==> src/rtl/vip_defs.svh <==
// constants of the vectored interrupt prioritizer: offsets, fields, maps
// assumes inclusion by bare name from the package only
`ifndef VIP_DEFS_SVH
`define VIP_DEFS_SVH

// capacity of the controller
`define VIP_MAX_IRQ       96
`define VIP_MAX_VEC       64
`define VIP_VEC_W         6
`define VIP_NUM_EXT       5

// one priority register holds four vector slots of eight bits each
`define VIP_SLOT_W        8
`define VIP_PRI_LSB       2
`define VIP_PRI_W         3
`define VIP_SUB_LSB       0
`define VIP_SUB_W         2
`define VIP_FLAG_REG_W    32

// external inputs sit at requests 3, 7, 11, 15 and 19
`define VIP_EXT_FIRST     3
`define VIP_EXT_STRIDE    4

// request to vector map, beyond the one-to-one range
`define VIP_IRQ_DIRECT_LAST 23
`define VIP_IRQ_SPI1_LAST   25
`define VIP_IRQ_SHR24_LAST  28
`define VIP_IRQ_TW1_LAST    31
`define VIP_IRQ_PINCHG      32
`define VIP_VEC_SPI1        23
`define VIP_VEC_SHR24       24
`define VIP_VEC_TW1         25
`define VIP_VEC_PINCHG      26

// sources listed in the map are present by default
`define VIP_PRESENT_DEF   96'h0000_0001_FFFF_FFFF

// reset values
`define VIP_ADDR_RST      32'h0000_0000

`endif

==> src/rtl/vip_pkg.sv <==
// types of the vectored interrupt prioritizer
// assumes vip_defs.svh is on the include path
package vip_pkg;
`include "vip_defs.svh"

	// registered state of the top module
	typedef struct packed {
		logic [`VIP_MAX_IRQ-1:0] flags;
		logic                    req;
		logic [`VIP_VEC_W-1:0]   vec;
		logic [`VIP_PRI_W-1:0]   pri;
		logic [`VIP_SUB_W-1:0]   sub;
		logic [31:0]             addr;
		logic                    shadow;
	} vip_state_t;

	// registered state of the external edge detector
	typedef struct packed {
		logic [`VIP_NUM_EXT-1:0] prev;
		logic [`VIP_NUM_EXT-1:0] evt;
		logic                    armed;
	} vip_ext_state_t;

endpackage : vip_pkg

==> src/rtl/vip_ext_edge.sv <==
// edge detector for the external interrupt inputs, polarity per input
// assumes inputs synchronous to the system clock
module vip_ext_edge
	import vip_pkg::*;
#(
	parameter int NUM_EXT = `VIP_NUM_EXT
) (
	// clock and reset
	input  wire logic               clk_in,
	input  wire logic               rst_n_in,
	// pins and polarity, 1 selects the rising edge
	input  wire logic [NUM_EXT-1:0] ext_in,
	input  wire logic [NUM_EXT-1:0] pol_in,
	// one-cycle event per input
	output logic      [NUM_EXT-1:0] evt_out
);

	vip_ext_state_t state_reg;
	vip_ext_state_t state_next;

	if (NUM_EXT != `VIP_NUM_EXT) begin : g_chk
		$error("vip_ext_edge: NUM_EXT must be 5");
	end

	always_comb begin
		state_next       = state_reg;
		state_next.prev  = ext_in;
		state_next.armed = 1'b1;
		// no event until prev holds a real pin sample, so a pin that
		// idles at its active level gives no false edge after reset
		state_next.evt   = {NUM_EXT{state_reg.armed}}
			& ((pol_in & ext_in & ~state_reg.prev)
			| (~pol_in & ~ext_in & state_reg.prev));
	end

	// state register
	always_ff @(posedge clk_in or negedge rst_n_in) begin
		if (!rst_n_in) begin
			state_reg <= '0;
		end else begin
			state_reg <= state_next;
		end
	end

	assign evt_out = state_reg.evt;

endmodule : vip_ext_edge

==> src/rtl/vip_resolver.sv <==
// ranks pending vectors by priority, then sub-priority, then number
// assumes the priority control word is packed eight bits per vector
module vip_resolver
	import vip_pkg::*;
#(
	parameter int NUM_VEC = `VIP_MAX_VEC
) (
	// pending vectors and priority control
	input  wire logic [NUM_VEC-1:0]              pend_in,
	input  wire logic [NUM_VEC*`VIP_SLOT_W-1:0]  prio_in,
	// winner
	output logic                                 win_valid_out,
	output logic      [`VIP_VEC_W-1:0]           win_vec_out,
	output logic      [`VIP_PRI_W-1:0]           win_pri_out,
	output logic      [`VIP_SUB_W-1:0]           win_sub_out
);

	if (NUM_VEC < 1 || NUM_VEC > `VIP_MAX_VEC) begin : g_chk
		$error("vip_resolver: NUM_VEC out of range");
	end

	// priority field of one vector slot
	function automatic logic [`VIP_PRI_W-1:0] pri_of(
		input logic [NUM_VEC*`VIP_SLOT_W-1:0] p, input int v);
		pri_of = p[v*`VIP_SLOT_W+`VIP_PRI_LSB +: `VIP_PRI_W];
	endfunction : pri_of

	// sub-priority field of one vector slot
	function automatic logic [`VIP_SUB_W-1:0] sub_of(
		input logic [NUM_VEC*`VIP_SLOT_W-1:0] p, input int v);
		sub_of = p[v*`VIP_SLOT_W+`VIP_SUB_LSB +: `VIP_SUB_W];
	endfunction : sub_of

	always_comb begin
		win_valid_out = 1'b0;
		win_vec_out   = '0;
		win_pri_out   = '0;
		win_sub_out   = '0;
		for (int v = 0; v < NUM_VEC; v++) begin
			if (pend_in[v] && pri_of(prio_in, v) != '0 &&
				(!win_valid_out ||
				{pri_of(prio_in, v), sub_of(prio_in, v)} >
				{win_pri_out, win_sub_out})) begin
				win_valid_out = 1'b1;
				win_vec_out   = `VIP_VEC_W'(v);
				win_pri_out   = pri_of(prio_in, v);
				win_sub_out   = sub_of(prio_in, v);
			end
		end
	end

endmodule : vip_resolver

==> src/rtl/vip_top.sv <==
// vectored interrupt prioritizer: flags, enables, vector map, ranking,
// and the request presented to the processor core
// assumes all inputs synchronous to CLK_SYS_IN; software control words
// arrive as plain ports, set and clear words as one-cycle pulses
//
// Behaviour
// - rank pending events before presenting to core
// - up to 96 sources onto 64 vectors
// - single-vector and multi-vector entry modes
// - five external inputs, selectable edge polarity
// - seven priorities, four sub-priorities per vector
// - shadow set for one chosen priority
// - software flag write acts like event
// - vector table base and spacing configurable
// - core timer request 0, vector 0
// - core soft requests 1, 2 on vectors 1, 2
// - four vector slots per priority register
// - requests 4..22 grouped, vector equals request
// - serial port 1 requests share vector 23
// - requests 26..28 share vector 24
// - two-wire port 1 requests share vector 25
// - pin change request 32 on vector 26
// - absent peripherals never raise requests
module vip_top
	import vip_pkg::*;
#(
	parameter int                      NUM_IRQ      = `VIP_MAX_IRQ,
	parameter int                      NUM_VEC      = `VIP_MAX_VEC,
	parameter logic [`VIP_MAX_IRQ-1:0] PRESENT_MASK = `VIP_PRESENT_DEF
) (
	// clock and reset
	input  wire logic                        CLK_SYS_IN,
	input  wire logic                        RST_N_IN,
	// hardware events, one-cycle pulses per request number
	input  wire logic [NUM_IRQ-1:0]          PERIPH_EVT_IN,
	// external interrupt pins and edge polarity, 1 = rising
	input  wire logic [`VIP_NUM_EXT-1:0]     EXT_IN,
	input  wire logic [`VIP_NUM_EXT-1:0]     EXT_POL_IN,
	// software flag set and clear pulses, and enables
	input  wire logic [NUM_IRQ-1:0]          FLAG_SET_IN,
	input  wire logic [NUM_IRQ-1:0]          FLAG_CLR_IN,
	input  wire logic [NUM_IRQ-1:0]          ENABLE_IN,
	// priority control words, four slots of eight bits per word
	input  wire logic [NUM_VEC*8-1:0]        PRIO_CTRL_IN,
	// vector table configuration
	input  wire logic                        MULTI_VEC_IN,
	input  wire logic [31:0]                 VEC_BASE_IN,
	input  wire logic [15:0]                 VEC_SPACING_IN,
	// shadow set level and core priority level
	input  wire logic [`VIP_PRI_W-1:0]       SHADOW_PRI_IN,
	input  wire logic [`VIP_PRI_W-1:0]       CPU_PRI_IN,
	// flag state
	output logic      [NUM_IRQ-1:0]          FLAG_OUT,
	// request to the core
	output logic                             IRQ_REQ_OUT,
	output logic      [`VIP_VEC_W-1:0]       IRQ_VEC_OUT,
	output logic      [`VIP_PRI_W-1:0]       IRQ_PRI_OUT,
	output logic      [`VIP_SUB_W-1:0]       IRQ_SUB_OUT,
	output logic      [31:0]                 VEC_ADDR_OUT,
	output logic                             USE_SHADOW_OUT
);

	if (NUM_IRQ > `VIP_MAX_IRQ || NUM_IRQ <= `VIP_IRQ_PINCHG ||
		NUM_VEC > `VIP_MAX_VEC || NUM_VEC <= `VIP_VEC_PINCHG) begin : g_chk
		$error("vip_top: NUM_IRQ or NUM_VEC out of range");
	end

	vip_state_t state_reg;
	vip_state_t state_next;

	logic [`VIP_NUM_EXT-1:0] ext_evt;
	logic [NUM_VEC-1:0]      vec_pend;
	logic [NUM_IRQ-1:0]      hw_evt;
	logic                    win_valid;
	logic [`VIP_VEC_W-1:0]   win_vec;
	logic [`VIP_PRI_W-1:0]   win_pri;
	logic [`VIP_SUB_W-1:0]   win_sub;
	logic [`VIP_VEC_W-1:0]   entry_vec;

	// request number to {valid, vector}; absent numbers are invalid
	// core timer on vector 0
	function automatic logic [`VIP_VEC_W:0] irq_vec(input int irq);
		irq_vec = '0;
		if (irq < `VIP_IRQ_DIRECT_LAST) begin
			irq_vec = {1'b1, `VIP_VEC_W'(irq)};
		end else if (irq <= `VIP_IRQ_SPI1_LAST) begin
			irq_vec = {1'b1, `VIP_VEC_W'(`VIP_VEC_SPI1)};
		end else if (irq <= `VIP_IRQ_SHR24_LAST) begin
			irq_vec = {1'b1, `VIP_VEC_W'(`VIP_VEC_SHR24)};
		end else if (irq <= `VIP_IRQ_TW1_LAST) begin
			irq_vec = {1'b1, `VIP_VEC_W'(`VIP_VEC_TW1)};
		end else if (irq == `VIP_IRQ_PINCHG) begin
			irq_vec = {1'b1, `VIP_VEC_W'(`VIP_VEC_PINCHG)};
		end
	endfunction : irq_vec

	// external pin edges
	vip_ext_edge #(
		.NUM_EXT (`VIP_NUM_EXT)
	) u_ext (
		.clk_in   (CLK_SYS_IN),
		.rst_n_in (RST_N_IN),
		.ext_in   (EXT_IN),
		.pol_in   (EXT_POL_IN),
		.evt_out  (ext_evt)
	);

	always_comb begin
		hw_evt = PERIPH_EVT_IN;
		for (int i = 0; i < `VIP_NUM_EXT; i++) begin
			hw_evt[`VIP_EXT_FIRST + i*`VIP_EXT_STRIDE] =
				PERIPH_EVT_IN[`VIP_EXT_FIRST + i*`VIP_EXT_STRIDE]
				| ext_evt[i];
		end
	end

	// enabled flags make a vector pending
	// request n at word n/32, bit n mod 32
	always_comb begin
		logic [`VIP_VEC_W:0] m;
		m        = '0;
		vec_pend = '0;
		for (int n = 0; n < NUM_IRQ; n++) begin
			m = irq_vec(n);
			if (m[`VIP_VEC_W] && state_reg.flags[n] && ENABLE_IN[n]) begin
				vec_pend[m[`VIP_VEC_W-1:0]] = 1'b1;
			end
		end
	end

	vip_resolver #(
		.NUM_VEC (NUM_VEC)
	) u_rank (
		.pend_in       (vec_pend),
		.prio_in       (PRIO_CTRL_IN),
		.win_valid_out (win_valid),
		.win_vec_out   (win_vec),
		.win_pri_out   (win_pri),
		.win_sub_out   (win_sub)
	);

	assign entry_vec = MULTI_VEC_IN ? win_vec : '0;

	// next state of flags and the core request
	always_comb begin
		logic [`VIP_MAX_IRQ-1:0] set_w;
		logic [`VIP_MAX_IRQ-1:0] clr_w;
		set_w      = '0;
		clr_w      = '0;
		state_next = state_reg;
		set_w[NUM_IRQ-1:0] = hw_evt | FLAG_SET_IN;
		clr_w[NUM_IRQ-1:0] = FLAG_CLR_IN;
		// set ignores enable, set wins clear
		state_next.flags = ((state_reg.flags & ~clr_w) | set_w)
			& PRESENT_MASK;
		state_next.req    = win_valid && (win_pri > CPU_PRI_IN);
		state_next.vec    = win_vec;
		state_next.pri    = win_pri;
		state_next.sub    = win_sub;
		state_next.addr   = VEC_BASE_IN
			+ 32'(32'(entry_vec) * 32'(VEC_SPACING_IN));
		state_next.shadow = win_valid && (win_pri == SHADOW_PRI_IN);
	end

	// state register
	always_ff @(posedge CLK_SYS_IN or negedge RST_N_IN) begin
		if (!RST_N_IN) begin
			state_reg      <= '0;
			state_reg.addr <= `VIP_ADDR_RST;
		end else begin
			state_reg <= state_next;
		end
	end

	// outputs straight from the state register
	assign FLAG_OUT       = state_reg.flags[NUM_IRQ-1:0];
	assign IRQ_REQ_OUT    = state_reg.req;
	assign IRQ_VEC_OUT    = state_reg.vec;
	assign IRQ_PRI_OUT    = state_reg.pri;
	assign IRQ_SUB_OUT    = state_reg.sub;
	assign VEC_ADDR_OUT   = state_reg.addr;
	assign USE_SHADOW_OUT = state_reg.shadow;
endmodule : vip_top

==> config.mk <==
export PLATFORM = sky130hd
export DESIGN_NAME = vip_top
export DESIGN_NICKNAME = d
export VERILOG_FILES = /design/src/rtl/vip_pkg.sv /design/src/rtl/vip_ext_edge.sv /design/src/rtl/vip_resolver.sv /design/src/rtl/vip_top.sv
export VERILOG_INCLUDE_DIRS = /design/src /design/src/rtl
export SDC_FILE = /design/constraint.sdc
export NUM_CORES = 1
export LEC_CHECK = 0
export BUFFER_PORTS_ARGS = -buffer_cell sky130_fd_sc_hd__buf_2
export CAP_MARGIN = 20
export CORE_AREA = 5 5 428 430
export CTS_BUF_LIST = sky130_fd_sc_hd__clkbuf_8
export DETAILED_ROUTE_END_ITERATION = 6
export DIE_AREA = 0 0 433 435
export PLACE_DENSITY_LB_ADDON = 0.08
export RECOVER_POWER = 50
export SETUP_SLACK_MARGIN = 0.15
export SLEW_MARGIN = 20
export SYNTH_ARGS = -nofsm -noshare
export SYNTH_HDL_FRONTEND = slang
export SYNTH_SLANG_ARGS = --single-unit
export TNS_END_PERCENT = 100
==> constraint.sdc <==
create_clock -name CLK_SYS_IN -period 53.3 [get_ports CLK_SYS_IN]
set_input_delay 5.33 -clock CLK_SYS_IN [delete_from_list [all_inputs] [get_ports CLK_SYS_IN]]
set_output_delay 5.33 -clock CLK_SYS_IN [all_outputs]
set_load 0.01 [all_outputs]
* Word level (Yosys, flattened, before mapping)
Index checks and enable logic that the tools add are counted.
** Word-level totals
- Register bits after elaboration :: 89
** Cells by class
- Add/subtract/negate cells :: 1
- $mul :: 1
- Magnitude comparators :: 64
- Equality and inequality tests :: 1
- Multiplexer cells :: 289
- Bitwise operators :: 18
- Reduce and logical (&&, ||, !) cells :: 352
** Operators with widths (count)
- $gt 5x5->1 :: 63
- $mux 3 :: 69
- $mux 6 :: 34
- $reduce_bool 3->1 :: 64
- $mux 2 :: 67
- $logic_and 1x1->1 :: 125
- $mux 5 :: 17
- $mux 26 :: 3
- $mux 25 :: 3
- $mux 24 :: 3
- $mux 1 :: 66
- $or 33x33->33 :: 2
- $logic_not 1->1 :: 63
- $logic_or 1x1->1 :: 63
- $logic_and 1x1->1 const A :: 37
- $mux 4 :: 9
- $and 33x33->33 :: 1
- $not 33->33 :: 1
- $add 32x22->32 :: 1
- $mux 27 :: 1
- $and 5x5->5 :: 5
- $mux 23 :: 1
- $mul 6x16->22 :: 1
- $mux 22 :: 1
- other kinds (20) :: 26

* Longest topological paths before layout
Gate-level depths: netlist of the first run.
- Depth after elaboration :: 291
- Gate-level depth with buffers :: 315
- Depth with buffers taken out :: 305

* By module
Synthesis of the first run repeated with hierarchy kept, for this count alone.
** Unflattened totals
- Cells, all modules :: 3604
- Area total of the unflattened synthesis :: 26771.9 um^2
** By module, submodules not included
- vip_resolver :: instances 1, cells each 2757, area each 18875.6 um^2
- vip_top :: instances 1, cells each 814, area each 7445.9 um^2
- vip_ext_edge :: instances 1, cells each 33, area each 450.4 um^2

* Least setup slack after synthesis of the first run
Ideal clock, no wire load.
- Kind :: input-to-reg
- Start point :: input PRIO_CTRL_IN[2]
- End point :: register state_reg (netlist bit VEC_ADDR_OUT[29])
- Arrival time :: 55.730 ns
- Setup slack :: -2.510 ns
- Stages :: 297
- Buffers on the path :: 10
- Path through :: o311a_1 > nand2_1 > ha_1 > nor2b_1 > o21ai_0 > nand4_1 > and2_1 > buf_4 > o21ai_0 > inv_1 > ha_1 > nor2b_1 > o21ai_0 > a31oi_1 > nor2_1 > mux2i_1 > ha_1 > o21ai_0 > [261 not listed] > a21oi_1 > o21bai_1 > a21oi_1 > o21bai_1 > a21oi_1 > o21bai_1 > a21oi_1 > o21bai_1 > a21oi_1 > o21bai_1 > a21oi_1 > o21bai_1 > a21oi_1 > nor2b_1 > o21ai_0 > nor2_1 > nand4_1 > xnor2_1
** RTL lines
- from (decl) :: RTL line vip_top.sv:44 : input wire logic [NUM_VEC*8-1:0] PRIO_CTRL_IN,
- to (signal assigned) :: RTL line vip_top.sv:171 : state_reg <= state_next;
- to (decl) :: RTL line vip_top.sv:68 : vip_state_t state_reg;

==> impl_metrics.tcl, run 1 <==
set metrics [dict create \
    cts_root_buf "clkbuf_8" \
    slew_headroom_pct -135 \
    reg2reg_slack_ns 4.98 \
    fin_tns_setup_ns 0 \
    yosysWarningCount 0 \
    cts_tree "built" \
    pre_cts_ws_ns -5.28 \
    io_buffers 410 \
    vias_per_cell 3.19 \
    hold_path.class "flip-flop to flip-flop" \
    tightest_slew_ns 3.52 \
    cp-start-kind "input port" \
    ant_nets 0 \
    crit_buf_inv 109 \
    required_ns 53.74 \
    htree_num_levels 3 \
    final_common_cell "buf_4" \
    mostFrequentLayoutCells "682 x buf_4, 398 x buf_2, 210 x inv_1" \
    fillCellCount 20541 \
    synth_seq_cells 88 \
    cp-end-kind "flip-flop" \
    critPathMaxStageDelay_ns 0.49 \
    path_clk_slew_ns 0.12 \
    violations "max-capacitance violations, max-slew violations" \
    die_h_um 435 \
    critPathTopFamily "compound AO/OA/AOI/OAI gates" \
    final_util_pct 15.5 \
    largest_reg_flops 33 \
    holdWs_ns 0.480 \
    top_layer "met5" \
    wl_per_cell_um 17.9 \
    path_common_cell "buf_4" \
    crit_slowest_cell "or4b_4" \
    hold_viol_final 0 \
    fin_ws_ns 0.572 \
    met2_length_mm 47.4 \
    grt.total_usage_pct 10.0 \
    ys.flop_type "dfrtp_1" \
    grt_pass1_wl_mm 135 \
    routed_wl_mm 95.7 \
    synth_area_um2 14500 \
    cts_buffer_depth 2 \
    drv_cap 2 \
    io_pins 1104 \
    min_period_ns 52.73 \
    slew_viol_final 91 \
    grt_pass1_vias 18835 \
    grt_max_degree 51 \
    met3_length_mm 4.73 \
    core-area_um2 179000 \
    grt-ovfl-total 0 \
    dieWidth_um 433 \
    fmax_ghz 0.0190 \
    start_util_pct 8.08 \
    yosysSeqAreaShare_pct 15.2 \
    drc 0 \
    finalSetupViolCount 0 \
    avgSynthCellArea_um2 7.92 \
    final-seq-area_um2 2200 \
    syn2layout_area_growth_pct 92.0 \
    cts_sinks 88 \
    dpl.hpwl_mm 84.4 \
    gp_congestion 0.714 \
    skew_ns 0.0420 \
    clk_latency_ns 0.56 \
    multi_input_area_um2 13700 \
    worstPathArrival_ns 53.17 \
    wl_met1_mm 41.6 \
    worstPathMaxFanout 8 \
    vias 17059 \
    drt_iter0_markers 527 \
    firstDrtPassIters 4 \
    min_period_over_period_pct 98.9 \
    antenna_found_initial 45 \
    synthCells 1829 \
    num_rows 156 \
    nNetsFinal 4130 \
    rsz0062_at_grt "true" \
    path_class "input port to flip-flop" \
    drive_gt1_share_pct 56.7 \
    synth_cell_types 114 \
    synth_edf_count 0 \
    outcome "complete, but fails checks" \
    synthArstFlopShare_pct 100 \
    dieArea_um2 188000 \
    numCtsBuffers 9 \
]
==> per-layer routing <==
layer | vias to the layer above | GRT usage [%]
li1 | 8564 | -
met1 | 8148 | 12.3
met2 | 252 | 17.5
met3 | 67 | 2.40
met4 | 28 | 2.22
met5 | - | 0
==> logic make-up (layout without fill, tap and decap cells) <==
logic type,after synthesis,count (layout),synth area share (%)
AOI/OAI and AO/OA,462,462,22.3
xor gates and xnor gates,45,45,2.77
adders and majority gates,226,226,22.6
buffers and inverters,359,1415,11.8
DFF,88,88,15.2
muxes,76,76,5.72
other,2,87,0.0518
and+or+nand+nor,571,572,19.6
==> path summary, 6_finish.rpt <==
check / from / endpoint / cells past startpoint
worst max-delay path: PRIO_CTRL_IN[2] / VEC_ADDR_OUT[29] / 312
worst min-delay path: u_ext.evt_out[3] / FLAG_OUT[15] / 2
worst max register to register: FLAG_OUT[0] / VEC_ADDR_OUT[29] / 311
worst min register to register: u_ext.evt_out[3] / FLAG_OUT[15] / 2
max in group asynchronous: RST_N_IN / FLAG_OUT[11] / 2
min in group asynchronous: RST_N_IN / VEC_ADDR_OUT[6] / 1
==> synth_stat cells, drive strengths merged, types with 5 or more instances <==
cell type / n / area (µm²)
o21a: 7 / 52.6
nor3: 32 / 175
mux2: 43 / 499
and4: 6 / 52.6
o31a: 5 / 43.8
nand2: 157 / 594
and2: 22 / 140
o31ai: 12 / 109
or3: 8 / 50.1
a21o: 21 / 159
o311ai: 21 / 199
and3: 72 / 462
a21oi: 121 / 617
a211oi: 11 / 95.1
nand2b: 15 / 96.3
ha: 162 / 2030
mux2i: 33 / 330
nand3: 37 / 190
inv: 256 / 961
fa: 61 / 1220
a21boi: 9 / 71.3
nor3b: 7 / 57.6
o211ai: 11 / 97.6
dfrtp: 88 / 2200
nand4: 18 / 131
o21ai: 111 / 559
xnor2: 36 / 323
xor2: 9 / 78.8
a211o: 7 / 61.3
or2: 9 / 56.3
o311a: 19 / 205
buf: 90 / 678
o21bai: 22 / 165
o211a: 7 / 70.1
nor2b: 17 / 106
a31oi: 18 / 119
a311oi: 7 / 61.3
nor2: 156 / 588
clkbuf: 12 / 65.1
==> per-stage QoR <==
step	instances	instance area, µm²
4_1_cts	5288	26700
6_report	5341	27800
3_5_place_dp	5063	23000
5_1_grt	5324	27800
2_1_floorplan	1892	15000
3_3_place_gp	5063	23000
==> worst reg2reg max path: cells and delay by family (launching register included) <==
kind | cells | cell delay (ns)
simple gates | 69 | 9.75
fa+ha+maj | 25 | 6.49
mux | 16 | 4.66
compound gates | 89 | 13.89
flops | 1 | 0.53
buf+inv | 109 | 12.46
xor+xnor | 3 | 0.42
==> cell type report <==
class                           instances  area share, %
Multi-Input combinational cell       1446           49.0
Tap cell                             2370           10.7
Timing Repair Buffer                 1142           27.9
Clock buffer                            9          0.445
Clock inverter                          7          0.288
Antenna cell                           22          0.198
Sequential cell                        88           7.91
Inverter                              257           3.57
==> what timing repair did <==
item | in CTS | in global routing
pin swaps | 217 | 201
hold buffers | 0 | 0
resized for setup | 427 | 182
buffers inserted | 208 | 31
gates cloned | 1 | 0
setup endpoints to repair | 32 | 30
Power of run 1 is not shown: default switching activity piles up to over one toggle a cycle in this logic, so the estimate is an artifact.
==> run 2, diff against run 1 <==
CTS_BUF_LIST = sky130_fd_sc_hd__clkbuf_16   (was sky130_fd_sc_hd__clkbuf_8)
==> impl_metrics.tcl, run 2 (synthesis results as in run 1) <==
set metrics [dict create \
    finalSetupViolCount 0 \
    clk_latency_ns 0.45 \
    r2r-start "FLAG_OUT[0]" \
    skew_ns 0.0242 \
    grt-ovfl-total 0 \
    grt_pass1_vias 18828 \
    io_pins 1104 \
    antenna_found_initial 44 \
    hold_viol_final 0 \
    core-area_um2 179000 \
    cts_buffer_depth 2 \
    dieWidth_um 433 \
    drive_gt1_share_pct 56.8 \
    grt_pass1_wl_mm 135 \
    io_buffers 410 \
    vias 17045 \
    worstPathArrival_ns 53.19 \
    hold_start "u_ext.evt_out[3]" \
    endpoint "VEC_ADDR_OUT[29]" \
    reg2reg_to "VEC_ADDR_OUT[29]" \
    min_period_ns 52.85 \
    worstPathMaxFanout 8 \
    slew_viol_final 91 \
    drt_iter0_markers 486 \
    path_clk_slew_ns 0.08 \
    tightest_slew_ns 3.50 \
    vias_per_cell 3.19 \
    wl_per_cell_um 17.9 \
    violations "max-capacitance violations, max-slew violations" \
    r2r_cells 311 \
    dp.cells 5063 \
    final_common_cell "buf_4" \
    routed_wl_mm 95.6 \
    slew_headroom_pct -134 \
    cts_tree "built" \
    path_common_cell "buf_4" \
    numCtsBuffers 9 \
    num_rows 156 \
    cp-start-kind "input port" \
    startpoint "PRIO_CTRL_IN[2]" \
    path_class "input port to flip-flop" \
    firstDrtPassIters 6 \
    rsz0062_at_grt "true" \
    final_util_pct 15.6 \
    grt_max_degree 51 \
    fin_cells 5337 \
    gp_congestion 0.714 \
    htree_num_levels 3 \
    ant_nets 0 \
    cts_hold_buf 0 \
    start_util_pct 8.08 \
    dieArea_um2 188000 \
    fmax_ghz 0.0189 \
    crit_slowest_cell "or4b_4" \
    drc 0 \
    cts_sinks 88 \
    cp-end-kind "flip-flop" \
    cts_root_buf "clkbuf_16" \
    hold_path.class "flip-flop to flip-flop" \
    largest_reg_flops 33 \
    required_ns 53.64 \
    die_h_um 435 \
    critPathMaxStageDelay_ns 0.49 \
    min_period_over_period_pct 99.2 \
    dpl.hpwl_mm 84.4 \
    outcome "complete, but fails checks" \
    syn2layout_area_growth_pct 92.6 \
    reg2reg_slack_ns 4.96 \
    nNetsFinal 4130 \
    grt.total_usage_pct 9.99 \
    drv_cap 2 \
    mostFrequentLayoutCells "681 x buf_4, 398 x buf_2, 207 x inv_1" \
]
==> run 2: area by class of cell <==
type | instances | area, µm²
antenna | 18 | 45.0
clock buffer | 9 | 225
clock inverter | 7 | 80.1
fill | 20532 | 151000
inverter | 257 | 1000
multi-input combinational | 1446 | 13600
sequential | 88 | 2200
tap | 2370 | 2970
timing repair buffer | 1142 | 7760
==> run 2: stage by stage <==
stage	setup WS (ns)	cell area (µm²)	hold slack (ns)	setup TNS [ns]
after global placement	-5.60	23000	0.465	-123.03
final	0.452	27900	0.472	0
after CTS	-0.625	26800	0.487	-5.14
after detailed placement	-5.28	23000	0.466	-115.18
after floorplan	0.140	15000	0.428	0
after global routing	-2.49	27900	0.535	-36.92
==> run 2: metal layers <==
layer / share of wire, % / wire length [µm] / vias to the layer above / track usage, %
li1: - / - / 8560 / -
met1: 44 / 41700 / 8149 / 12.3
met2: 50 / 47500 / 244 / 17.5
met3: 4.7 / 4540 / 64 / 2.40
met4: 1.8 / 1710 / 28 / 2.22
met5: 0.21 / 198 / - / 0
==> run 2: worst max-delay path: cells and delay by family <==
kind	cells	cell delay (ns)
xor gates and xnor gates	3	0.42
AOI/OAI and AO/OA	90	14.30
adders and majority gates	25	6.38
muxes	16	4.66
and+or+nand+nor	69	9.65
buffers and inverters	109	12.39
==> run 2: repair_timing <==
item | CTS | global route
buffers inserted | 208 | 31
pin swaps | 217 | 209
cloned | 1 | 0
setup endpoints to repair | 32 | 30
gates resized for setup | 428 | 186
==> run 2: how the worst min path moves through the flow <==
stage | endpoint | slack (ns) | cells after the start
floorplan | FLAG_OUT[11] | 0.43 | 2
global placement | FLAG_OUT[15] | 0.47 | 2
detailed placement | FLAG_OUT[15] | 0.47 | 2
CTS | FLAG_OUT[15] | 0.49 | 2
global route | FLAG_OUT[11] | 0.53 | 2
finish | FLAG_OUT[15] | 0.47 | 2
Power of run 2 is left out for the same reason.
==> run 3, diff against run 2 <==
BUFFER_PORTS_ARGS = -buffer_cell sky130_fd_sc_hd__buf_4   (was -buffer_cell sky130_fd_sc_hd__buf_2)
CORE_AREA = 5 5 432 434   (was 5 5 428 430)
DIE_AREA = 0 0 437 439   (was 0 0 433 435)
clock period = 53.5 ns   (was 53.3 ns; I/O delays follow)
==> impl_metrics.tcl, run 3 (synthesis results as in run 1) <==
set metrics [dict create \
    pre_cts_ws_ns -4.57 \
    crit_buf_inv 74 \
    nNetsFinal 4085 \
    clk_latency_ns 0.43 \
    io_pins 1104 \
    drc 0 \
    reg2reg_slack_ns 5.11 \
    path_class "input port to flip-flop" \
    drt_iter0_markers 496 \
    worstPathArrival_ns 53.17 \
    hold_path.class "flip-flop to flip-flop" \
    cts_tree "built" \
    cts_buffer_depth 2 \
    antenna_found_initial 43 \
    start_util_pct 7.95 \
    grt_pass1_wl_mm 136 \
    cp-start-kind "input port" \
    rsz0062_at_grt "true" \
    path_clk_slew_ns 0.08 \
    min_period_ns 52.86 \
    core-area_um2 182000 \
    dpl.hpwl_mm 86.2 \
    vias 16975 \
    largest_reg_flops 33 \
    firstDrtPassIters 4 \
    grt-ovfl-total 0 \
    violations "max-capacitance violations, max-slew violations" \
    grt_pass1_vias 18713 \
    final_util_pct 15.6 \
    tightest_slew_ns 3.89 \
    drive_gt1_share_pct 55.9 \
    htree_num_levels 3 \
    outcome "complete, but fails checks" \
    grt.total_usage_pct 9.87 \
    fin_tns_setup_ns 0 \
    skew_ns 0.0181 \
    min_period_over_period_pct 98.8 \
    placed_cell_area_um2 23800 \
    wl_per_cell_um 18.4 \
    hold_viol_final 0 \
    num_rows 157 \
    vias_per_cell 3.20 \
    numCtsBuffers 9 \
    gp_congestion 0.737 \
    slew_viol_final 91 \
    io_buffers 410 \
    syn2layout_area_growth_pct 96.6 \
    critPathMaxStageDelay_ns 0.54 \
    critPathTopFamily "compound AO/OA/AOI/OAI gates" \
    final_common_cell "buf_4" \
    dieArea_um2 192000 \
    slew_headroom_pct -159 \
    cts_hold_buf 0 \
    cts_root_buf "clkbuf_16" \
    finalSetupViolCount 0 \
    die_h_um 439 \
    dieWidth_um 437 \
    fin_ws_ns 0.638 \
    fillCellCount 20824 \
    required_ns 53.81 \
    drv_cap 2 \
    routed_wl_mm 97.6 \
    cp-end-kind "flip-flop" \
    ant_nets 0 \
    grt_max_degree 52 \
    fmax_ghz 0.0189 \
    crit_slowest_cell "fa_1" \
    final_area_um2 28500 \
    worstPathMaxFanout 7 \
    mostFrequentLayoutCells "1008 x buf_4, 209 x inv_1, 122 x nand2_1" \
    path_common_cell "buf_4" \
    cts_sinks 88 \
]
[run 3: area by class of cell]
| class | instances | area (µm²) | area share [%] |
|---|---|---|---|
| Multi-Input combinational cell | 1446 | 13600 | 47.6 |
| Timing Repair Buffer | 1097 | 8390 | 29.4 |
| Tap cell | 2385 | 2980 | 10.5 |
| Sequential cell | 88 | 2200 | 7.73 |
| Inverter | 257 | 988 | 3.47 |
| Clock buffer | 9 | 225 | 0.790 |
| Clock inverter | 6 | 108 | 0.378 |
| Antenna cell | 10 | 25.0 | 0.0878 |
[run 3: path summary, 6_finish.rpt]
kind | from | end | cells past startpoint
setup / recovery | PRIO_CTRL_IN[2] | VEC_ADDR_OUT[29] | 306
hold / removal | u_ext.evt_out[3] | FLAG_OUT[15] | 2
setup reg to reg | FLAG_OUT[0] | VEC_ADDR_OUT[29] | 305
hold reg to reg | u_ext.evt_out[3] | FLAG_OUT[15] | 2
max in group asynchronous | RST_N_IN | FLAG_OUT[10] | 2
min in group asynchronous | RST_N_IN | VEC_ADDR_OUT[5] | 1
[run 3: worst register-to-register path, delay by kind of cell, from the launching register on]
family | cells | cell delay [ns]
AO/OA/AOI/OAI | 103 | 15.43
XOR/XNOR | 1 | 0.15
adder cells (fa/ha/maj) | 30 | 8.34
buffers and inverters | 74 | 8.35
flip-flops | 1 | 0.52
multiplexers | 18 | 4.57
AND/OR/NAND/NOR | 79 | 10.89
[run 3: per-layer routing]
| metal | share of wire, % | up-vias | global-route usage [%] |
|---|---|---|---|
| met4 | 1.3 | 34 | 1.53 |
| met1 | 43 | 8159 | 11.9 |
| met3 | 5.5 | 79 | 3.08 |
| li1 | - | 8456 | - |
| met5 | 0.21 | - | 0 |
| met2 | 50 | 247 | 17.5 |
[run 3: through the flow]
stage / cells / hold slack [ns]
after floorplan: 1892 / 0.428
after global placement: 5062 / 0.466
after detailed placement: 5062 / 0.467
after CTS: 5241 / 0.491
after global routing: 5291 / 0.540
final: 5298 / 0.485
[run 3: repair_timing]
item                                   CTS  global route
setup buffers                          163            47
pin swaps                              232           207
gates cloned                             1             0
gates resized for setup                407           203
endpoints found under the hold margin    0             0
setup endpoints to repair               30            30
Power of run 3 is left out for the same reason.
